### src/hdl/exec_pkg.sv
package exec_pkg;
  localparam int DATA_W = 8;
  localparam int FADDR_W = 7;
  localparam int PC_W = 15;
  localparam int JUMP_W = 11;
  localparam int LATCH_W = 7;
  localparam int LATCH_LO = 3;
  localparam logic [7:0] ZERO_BYTE = 8'h00;
  localparam logic [7:0] ONE_BYTE = 8'h01;
  localparam logic [7:0] ACC_RESET = 8'h00;
  localparam logic [14:0] PC_RESET = 15'h0000;

  typedef enum logic [2:0] {
    OP_NONE      = 3'b000,
    OP_CLR_FILE  = 3'b001,
    OP_DEC_FILE  = 3'b010,
    OP_CLR_ACC   = 3'b011,
    OP_DEC_SKIP  = 3'b100,
    OP_INC_SKIP  = 3'b101,
    OP_JUMP      = 3'b110,
    OP_OR_LIT    = 3'b111
  } op_e;

  typedef struct packed {
    op_e         op;
    logic        dest;
    logic [6:0]  faddr;
    logic [10:0] imm;
  } instr_s;

  typedef struct packed {
    logic       we;
    logic [6:0] addr;
    logic [7:0] data;
  } fwrite_s;
endpackage

### src/hdl/exec_unit.sv
module exec_unit
(
  input  wire logic               clk_sys_i,
  input  wire logic               reset_i,
  input  wire logic               instr_valid_i,
  input  wire exec_pkg::instr_s   instr_i,
  input  wire logic [7:0]         file_rdata_i,
  input  wire logic [6:0]         pc_high_latch_i,
  input  wire logic [14:0]        pc_next_i,
  output logic [6:0]              file_raddr_o,
  output exec_pkg::fwrite_s       file_wr_o,
  output logic [7:0]              acc_o,
  output logic                    null_flag_o,
  output logic [14:0]             pc_o,
  output logic                    flush_o,
  output logic                    busy_o
);
  import exec_pkg::*;

  // ==========================================================
  // state
  typedef enum logic [0:0] {
    ST_RUN   = 1'b0,
    ST_FLUSH = 1'b1
  } state_e;

  state_e      state_q;
  logic [7:0]  acc_q;
  logic        null_q;
  logic [14:0] pc_q;
  fwrite_s     fwr_q;
  logic [7:0]  dec_val;
  logic [7:0]  inc_val;
  logic [7:0]  or_val;
  logic        exec_go;
  logic        skip_now;
  logic        jump_now;

  // ==========================================================
  // datapath
  // the operand slot in the flush cycle is a nop: nothing executes
  assign exec_go  = instr_valid_i && (state_q == ST_RUN);
  assign dec_val  = file_rdata_i - ONE_BYTE;
  assign inc_val  = file_rdata_i + ONE_BYTE;
  assign or_val   = acc_q | instr_i.imm[7:0];
  assign skip_now = exec_go && (
    ((instr_i.op == OP_DEC_SKIP) && (dec_val == ZERO_BYTE)) ||
    ((instr_i.op == OP_INC_SKIP) && (inc_val == ZERO_BYTE)));
  assign jump_now = exec_go && (instr_i.op == OP_JUMP);

  assign file_raddr_o = instr_i.faddr;
  assign file_wr_o    = fwr_q;
  assign acc_o        = acc_q;
  assign null_flag_o  = null_q;
  assign pc_o         = pc_q;
  assign flush_o      = (state_q == ST_FLUSH);
  assign busy_o       = (state_q == ST_FLUSH);

  // ==========================================================
  // sequencer: a skip whose result is zero and a jump take a second, nop cycle
  always_ff @(posedge clk_sys_i or posedge reset_i) begin
    if (reset_i) begin
      state_q <= ST_RUN;
    end else begin
      case (state_q)
        ST_RUN: begin
          if (skip_now || jump_now) begin
            state_q <= ST_FLUSH;
          end
        end
        ST_FLUSH: begin
          state_q <= ST_RUN;
        end
        default: begin
          state_q <= ST_RUN;
        end
      endcase
    end
  end

  // ==========================================================
  // accumulator
  always_ff @(posedge clk_sys_i or posedge reset_i) begin
    if (reset_i) begin
      acc_q <= ACC_RESET;
    end else if (exec_go) begin
      case (instr_i.op)
        OP_CLR_ACC: acc_q <= ZERO_BYTE;
        OP_DEC_FILE: begin
          if (!instr_i.dest) begin
            acc_q <= dec_val;
          end
        end
        OP_DEC_SKIP: begin
          if (!instr_i.dest) begin
            acc_q <= dec_val;
          end
        end
        OP_INC_SKIP: begin
          if (!instr_i.dest) begin
            acc_q <= inc_val;
          end
        end
        OP_OR_LIT: acc_q <= or_val;
        default: acc_q <= acc_q;
      endcase
    end
  end

  // ==========================================================
  // file register write port, one-cycle write strobe
  always_ff @(posedge clk_sys_i or posedge reset_i) begin
    if (reset_i) begin
      fwr_q <= '0;
    end else begin
      fwr_q.we   <= 1'b0;
      fwr_q.addr <= instr_i.faddr;
      fwr_q.data <= ZERO_BYTE;
      if (exec_go) begin
        case (instr_i.op)
          OP_CLR_FILE: begin
            fwr_q.we <= 1'b1;
          end
          OP_DEC_FILE, OP_DEC_SKIP: begin
            fwr_q.we   <= instr_i.dest;
            fwr_q.data <= dec_val;
          end
          OP_INC_SKIP: begin
            fwr_q.we   <= instr_i.dest;
            fwr_q.data <= inc_val;
          end
          default: fwr_q.we <= 1'b0;
        endcase
      end
    end
  end

  // ==========================================================
  // result-null flag; skips and the jump leave it alone
  always_ff @(posedge clk_sys_i or posedge reset_i) begin
    if (reset_i) begin
      null_q <= 1'b0;
    end else if (exec_go) begin
      case (instr_i.op)
        OP_CLR_FILE, OP_CLR_ACC: null_q <= 1'b1;
        OP_DEC_FILE: null_q <= (dec_val == ZERO_BYTE);
        OP_OR_LIT: null_q <= (or_val == ZERO_BYTE);
        default: null_q <= null_q;
      endcase
    end
  end

  // ==========================================================
  // program counter: the latch's full upper field wins over the
  // narrower two-bit reading, so all four upper bits are reachable
  always_ff @(posedge clk_sys_i or posedge reset_i) begin
    if (reset_i) begin
      pc_q <= PC_RESET;
    end else if (jump_now) begin
      pc_q <= {pc_high_latch_i[LATCH_W-1:LATCH_LO],
               instr_i.imm};
    end else if (exec_go) begin
      // the nop slot must not overwrite a freshly loaded jump target
      pc_q <= pc_next_i;
    end
  end
endmodule

### config.mk
export PLATFORM = sky130hd
export DESIGN_NAME = exec_unit
export DESIGN_NICKNAME = d
export VERILOG_FILES = /design/src/hdl/exec_pkg.sv /design/src/hdl/exec_unit.sv
export SDC_FILE = /design/constraint.sdc
export NUM_CORES = 1
export LEC_CHECK = 0
export BUFFER_PORTS_ARGS = -buffer_cell sky130_fd_sc_hd__buf_4
export CAP_MARGIN = 20
export CORE_MARGIN = 1
export CORE_UTILIZATION = 50
export CTS_BUF_LIST = sky130_fd_sc_hd__clkbuf_4 sky130_fd_sc_hd__clkbuf_8
export DETAILED_ROUTE_END_ITERATION = 10
export PLACE_DENSITY = 0.84
export SYNTH_ARGS = -nofsm -noshare
export SYNTH_HDL_FRONTEND = slang
export SYNTH_SLANG_ARGS = --single-unit
### constraint.sdc
create_clock -name clk_sys_i -period 2.8 [get_ports clk_sys_i]
set_input_delay 0.28 -clock clk_sys_i [delete_from_list [all_inputs] [get_ports clk_sys_i]]
set_output_delay 0.28 -clock clk_sys_i [all_outputs]
set_load 0.03 [all_outputs]
## Word-level counts from Yosys, hierarchy flattened

Cells that the tools add are included.

| storage, ports and cells | value |
|---|---|
| logic and storage cells | 50 |
| input bits | 55 |
| flip-flop bits (word level) | 41 |

| cells by class | value |
|---|---|
| bitwise gates (word level) | 2 |
| add/sub/neg operators | 2 |
| multiplexer cells | 12 |
| reductions and logical operators | 18 |
| eq/ne operators | 9 |

Operator list:

| kind | number |
|---|---|
| $pmux 8 s4 | 1 |
| $mux 15 | 2 |
| $logic_not 8->1 | 3 |
| $mux 8 | 3 |
| $pmux 8 s2 | 1 |
| $eq 3x3->1 const B | 4 |
| $add 8x1->8 const B | 1 |
| $or 8x8->8 | 1 |
| $sub 8x1->8 const B | 1 |
| $eq 3x2->1 const B | 2 |
| $logic_and 1x1->1 | 5 |
| $ne 2x2->1 const B | 2 |
| $pmux 1 s2 | 2 |
| $reduce_and 4->1 | 1 |
| $reduce_bool 4->1 | 1 |
| $reduce_or 2->1 | 2 |
| $eq 3x1->1 const B | 1 |
| $pmux 1 s3 | 1 |
| $reduce_bool 3->1 | 1 |
| $reduce_or 3->1 | 1 |
| $logic_or 1x1->1 | 2 |
| $mux 1 | 2 |
| $reduce_and 2->1 | 1 |
| $reduce_bool 2->1 | 1 |
| $not 1->1 | 1 |

## Depth between registers and ports, before layout

| logic depth | value |
|---|---|
| depth in word-level cells | 8 |
| depth in mapped cells | 8 |
| gate-level depth less buffers | 7 |

## Least setup slack after synthesis

No wires, ideal clock.

| timing | value |
|---|---|
| path kind | input -> register |
| from | in file_rdata_i[0] |
| to | reg acc_q[4] (netlist: acc_o[4]) |
| setup slack | 0.989 ns |
| cell stages on the path | 8 |
| arrival time | 1.690 ns |
| buffers on the path | 1 |
| library setup time | 0.121 ns |
| cells stage by stage | buf_2 inv_1 ha_1 or3b_1 xor2_1 o22ai_1 a21o_1 a22o_1 |

| between the ends | value |
|---|---|
| longest elaborated chain between the ends | 3 |

RTL lines:

| item | RTL line | text |
|---|---|---|
| start, declared | exec_unit.sv:7 | `input wire logic [7:0] file_rdata_i,` |
| $add 8x1->8 or $sub 8x1->8 (tied branches) | exec_unit.sv:44, exec_unit.sv:43 |  |
| $mux 8, on equally long branches | exec_unit.sv:100, exec_unit.sv:90, exec_unit.sv:95 |  |
| $pmux 8 s4 * | exec_unit.sv:87 | `case (instr_i.op)` |
| end signal, assigned | exec_unit.sv:91 | `acc_q <= dec_val;` |
| end signal, assigned | exec_unit.sv:101 | `acc_q <= inc_val;` |
| end signal, assigned | exec_unit.sv:104 | `OP_OR_LIT: acc_q <= or_val;` |
| end, declared | exec_unit.sv:28 | `logic [7:0] acc_q;` |

Every way passes the cells marked *; elsewhere a longest branch is shown, timed or not. The select of a mux whose other input is x is not followed.
A chain may end at the register's enable or synchronous reset.

## Final worst setup path

| timing | value |
|---|---|
| from | reg state_q (netlist: busy_o) |
| to | reg acc_q[3] (netlist: acc_o[3]) |

| between the ends | value |
|---|---|
| longest elaborated chain between the ends | 3 |

RTL lines:

| item | RTL line | text |
|---|---|---|
| start, declared | exec_unit.sv:27 | `state_e state_q;` |
| start signal, assigned | exec_unit.sv:63 | `state_q <= ST_RUN;` |
| start signal, assigned | exec_unit.sv:68 | `state_q <= ST_FLUSH;` |
| start signal, assigned | exec_unit.sv:72 | `state_q <= ST_RUN;` |
| $not 1->1 | exec_unit.sv:42 | `assign exec_go = instr_valid_i && (state_q == ST_RUN);` |
| $logic_and 1x1->1 | exec_unit.sv:42 |  |
| $reduce_and 4->1 (no line) | -- |  |
| end signal, assigned | exec_unit.sv:91 |  |
| end signal, assigned | exec_unit.sv:96 | `acc_q <= dec_val;` |
| end signal, assigned | exec_unit.sv:101 |  |

Every way passes these cells.

==> results by group <==
Status
  • Status: complete, but fails checks
  • Failing checks: DRC

Logic synthesis
  • Syn nets: 305
  • Syn. warnings: 0
  • Sequential area share after synthesis: 43.5%
  • Async set or reset register ratio after synthesis: 100%
  • Avg Inst Size Synth: 9.58 um2
  • Post-synth EDFFs: 0
  • Post-synthesis cell count: 246
  • Register bit total from synthesis: 41
  • Synthesized cell area: 0.00236 mm2
  • Synth Flop Type: dfrtp_1
  • Count of different cell masters after synthesis: 56

Timing
  • RSZ-0062 raised after global routing: no
  • Max Clock Skew: 6.37 ps
  • Slew headroom: 50.9%
  • Final TNS setup: 0 ps
  • Final worst path period share: 64.6%
  • Fin. Hold Viols: 0
  • Max Transition Viols Final: 0
  • Hold_ws: 95.2 ps
  • Final setup fails: 0
  • Worst-Margin Slew: 736 ps
  • Final worst slack: 991 ps
  • FMAX: 553 MHz
  • Final Critical Period: 1810 ps

Worst hold path
  • Tightest Hold Check Type: input pin to register
  • Hold Path Depth: 1
  • Hold EP: file_wr_o[10]$_DFF_PP0_
  • Worst hold start: instr_i[13]

Floorplan
  • Core Box Area: 0.00444 mm2
  • Die height: 70.7 um
  • DIE WIDTH: 70.7 um
  • Rows: 24
  • Die Area: 0.00499 mm2
  • Initial core utilization: 53.0%
  • I/O pins: 104

Place
  • Placed Cells: 372
  • IO buf count: 100
  • Dpl ws: 794 ps
  • Final HPWL DP: 4.61 mm
  • Placer Congestion: 0.845
  • Placed cell area: 0.00301 mm2

Global route
  • Total global-route track usage: 24.0%
  • Residual overflow from global routing: 0
  • Vias in the first global route: 1947
  • First-pass GRT wire length: 9.33 mm
  • Pin count of the biggest net entering global routing: 40
  • Antenna violations before repair: 0

Clock tree
  • CTS tree: done
  • H-tree depth: 2
  • Inserted Clock Buffers: 5
  • Worst-Skew Late Latency: 290 ps
  • CTS root buf: clkbuf_8
  • # resized after CTS: 0
  • Clk sinks: 41
  • CTS Buffer Depth: 2
  • Reg clk slew, reported paths: 80 ps
  • Post-CTS setup buffers: 0
  • Hold buffers post-CTS: 0

Power and ir drop
  • PwrDens: 504 mW/mm2
  • Sw frac: 33.7%
  • Worst ir drop on vdd: 0.189 mV
  • Clock power frac: 25.9%
  • P_sw: 528 uW
  • Comb power frac: 30.7%
  • Pleak: 0.00157 uW
  • Int Pwr: 1040 uW
  • Seq pwr share: 43.4%

Drt
  • Wire length per cell: 15.7 um
  • Vias per cell: 5.56
  • Initial DRC Count: 188
  • Vias: 2112
  • Final ANT Viol Nets: 0
  • DRT Wirelength: 5.95 mm
  • DRC: 28
  • DRT Pass-1 Iters: 8

Setup path
  • Reg-to-reg endpoint: acc_o[3]$_DFFE_PP0P_
  • Worst setup EP type: register
  • Origin of the critical flop-to-flop path: busy_o$_DFF_PP0_
  • Crit Path Class: register to register
  • Required @ worst endpoint: 2960 ps
  • Flop2flop setup slack: 990 ps
  • Crit path max fanout: 39
  • R2R depth: 4
  • CP startpoint kind: register
  • Worst EP arrival: 1970 ps

Layout
  • Post-route cell area: 0.00311 mm2
  • Area Overhead vs Synth: 32.0%
  • Layout net count: 386
  • N_diodes: 0
  • Layout cell share with drive strength beyond 1: 36.6%
  • Fillers: 347
  • Final non-filler cell total: 380

Run
  • Max_cap viols: 0
[power by group through the flow]
stage / Sequential (uW) / Clock [uW] / Combinational, uW
floorplan: 803 / 0 / 180
global placement: 689 / 0 / 473
detailed placement: 692 / 0 / 483
CTS: 680 / 417 / 483
global route: 687 / 440 / 513
finish: 680 / 406 / 481
[flip-flops by register name (all words and copies together), names as in the netlist]
signal       cells
file_wr_o       16
acc_o            8
pc_o            15
busy_o           1
null_flag_o      1
[placed cells by master, fill, tap and decap left out, drive strengths merged, types with 6 or more instances in the layout]
master and instances:
buf 102, mux2i 15, xor2 7, nand3 6
inv 7, nand2 28, a32oi 6, dfrtp 41
clkbuf 6, nor2 14, o21ai 27
[area by class of cell]
type / instances / area [um2] / share of cell area (%)
clock buffers: 6 / 82.6 / 2.65
clock inverters: 2 / 13.8 / 0.442
inverters: 7 / 26.3 / 0.845
multi-input cells: 170 / 1130 / 36.4
flip-flops and latches: 41 / 1030 / 33.0
well taps: 52 / 65.1 / 2.09
repair buffers: 102 / 766 / 24.6
[per-stage QoR]
stage / util [%] / total power (uW)
finish: 70.0 / 1570
global route: 70.0 / 1640
CTS: 70.0 / 1580
detailed placement: 67.8 / 1170
global placement: 67.8 / 1160
floorplan: - / 983
[worst max-delay path, cell delays in order (launching register included)]
cell	delay (ps)
dfrtp_1	390
or2b_2	550
a211o_2	460
a32oi_1	180
o21ai_1	100
[worst max path at each step]
stage / end / cells past startpoint / startpoint
finish: acc_o[3]$_DFFE_PP0P_ / 4 / busy_o$_DFF_PP0_
global route: acc_o[3]$_DFFE_PP0P_ / 4 / busy_o$_DFF_PP0_
CTS: acc_o[3]$_DFFE_PP0P_ / 4 / busy_o$_DFF_PP0_
detailed placement: acc_o[4]$_DFFE_PP0P_ / 8 / file_rdata_i[0]
global placement: acc_o[4]$_DFFE_PP0P_ / 8 / file_rdata_i[0]
floorplan: acc_o[4]$_DFFE_PP0P_ / 8 / file_rdata_i[0]
[cells by family after synthesis]
kind of cell	after synthesis	share of synthesized area, %
buf+inv	35	8.49
mux	15	6.37
fa+ha+maj	4	2.12
compound gates	60	17.4
flops	41	43.5
simple gates	80	18.0
xor+xnor	11	4.09
[metal layers]
layer	up-vias	track usage [%]	part of all wire, %
li1	1024	-	-
met1	981	29.7	39
met2	95	41.9	51
met3	12	5.13	8.3
met4	0	8.44	1.8
met5	-	0	0
[cells in the mapped netlist, types with 2 or more instances]
| library cell | instances | share of area, % |
|---|---|---|
| a32oi_1 | 6 | 2.2 |
| and4_1 | 2 | 0.74 |
| dfrtp_1 | 41 | 44 |
| o21a_1 | 2 | 0.64 |
| xor2_1 | 7 | 2.6 |
| mux2i_1 | 15 | 6.4 |
| xnor2_1 | 4 | 1.5 |
| clkbuf_8 | 2 | 1.2 |
| inv_1 | 6 | 0.96 |
| a31oi_1 | 2 | 0.53 |
| nor3_1 | 3 | 0.64 |
| a21o_1 | 2 | 0.64 |
| buf_4 | 8 | 2.5 |
| nand3b_1 | 2 | 0.64 |
| nor2b_1 | 3 | 0.80 |
| clkbuf_1 | 8 | 1.3 |
| nand2b_1 | 3 | 0.80 |
| nand2_1 | 28 | 4.5 |
| o21ai_1 | 5 | 1.1 |
| o22ai_1 | 3 | 0.80 |
| nor2_1 | 14 | 2.2 |
| o21ai_0 | 22 | 4.7 |
| o22a_1 | 4 | 1.5 |
| nand3_1 | 6 | 1.3 |
| buf_2 | 9 | 1.9 |
| a21oi_1 | 3 | 0.64 |
| ha_1 | 4 | 2.1 |
| nor4_1 | 4 | 1.1 |
Power figures use the tool's default switching activity.
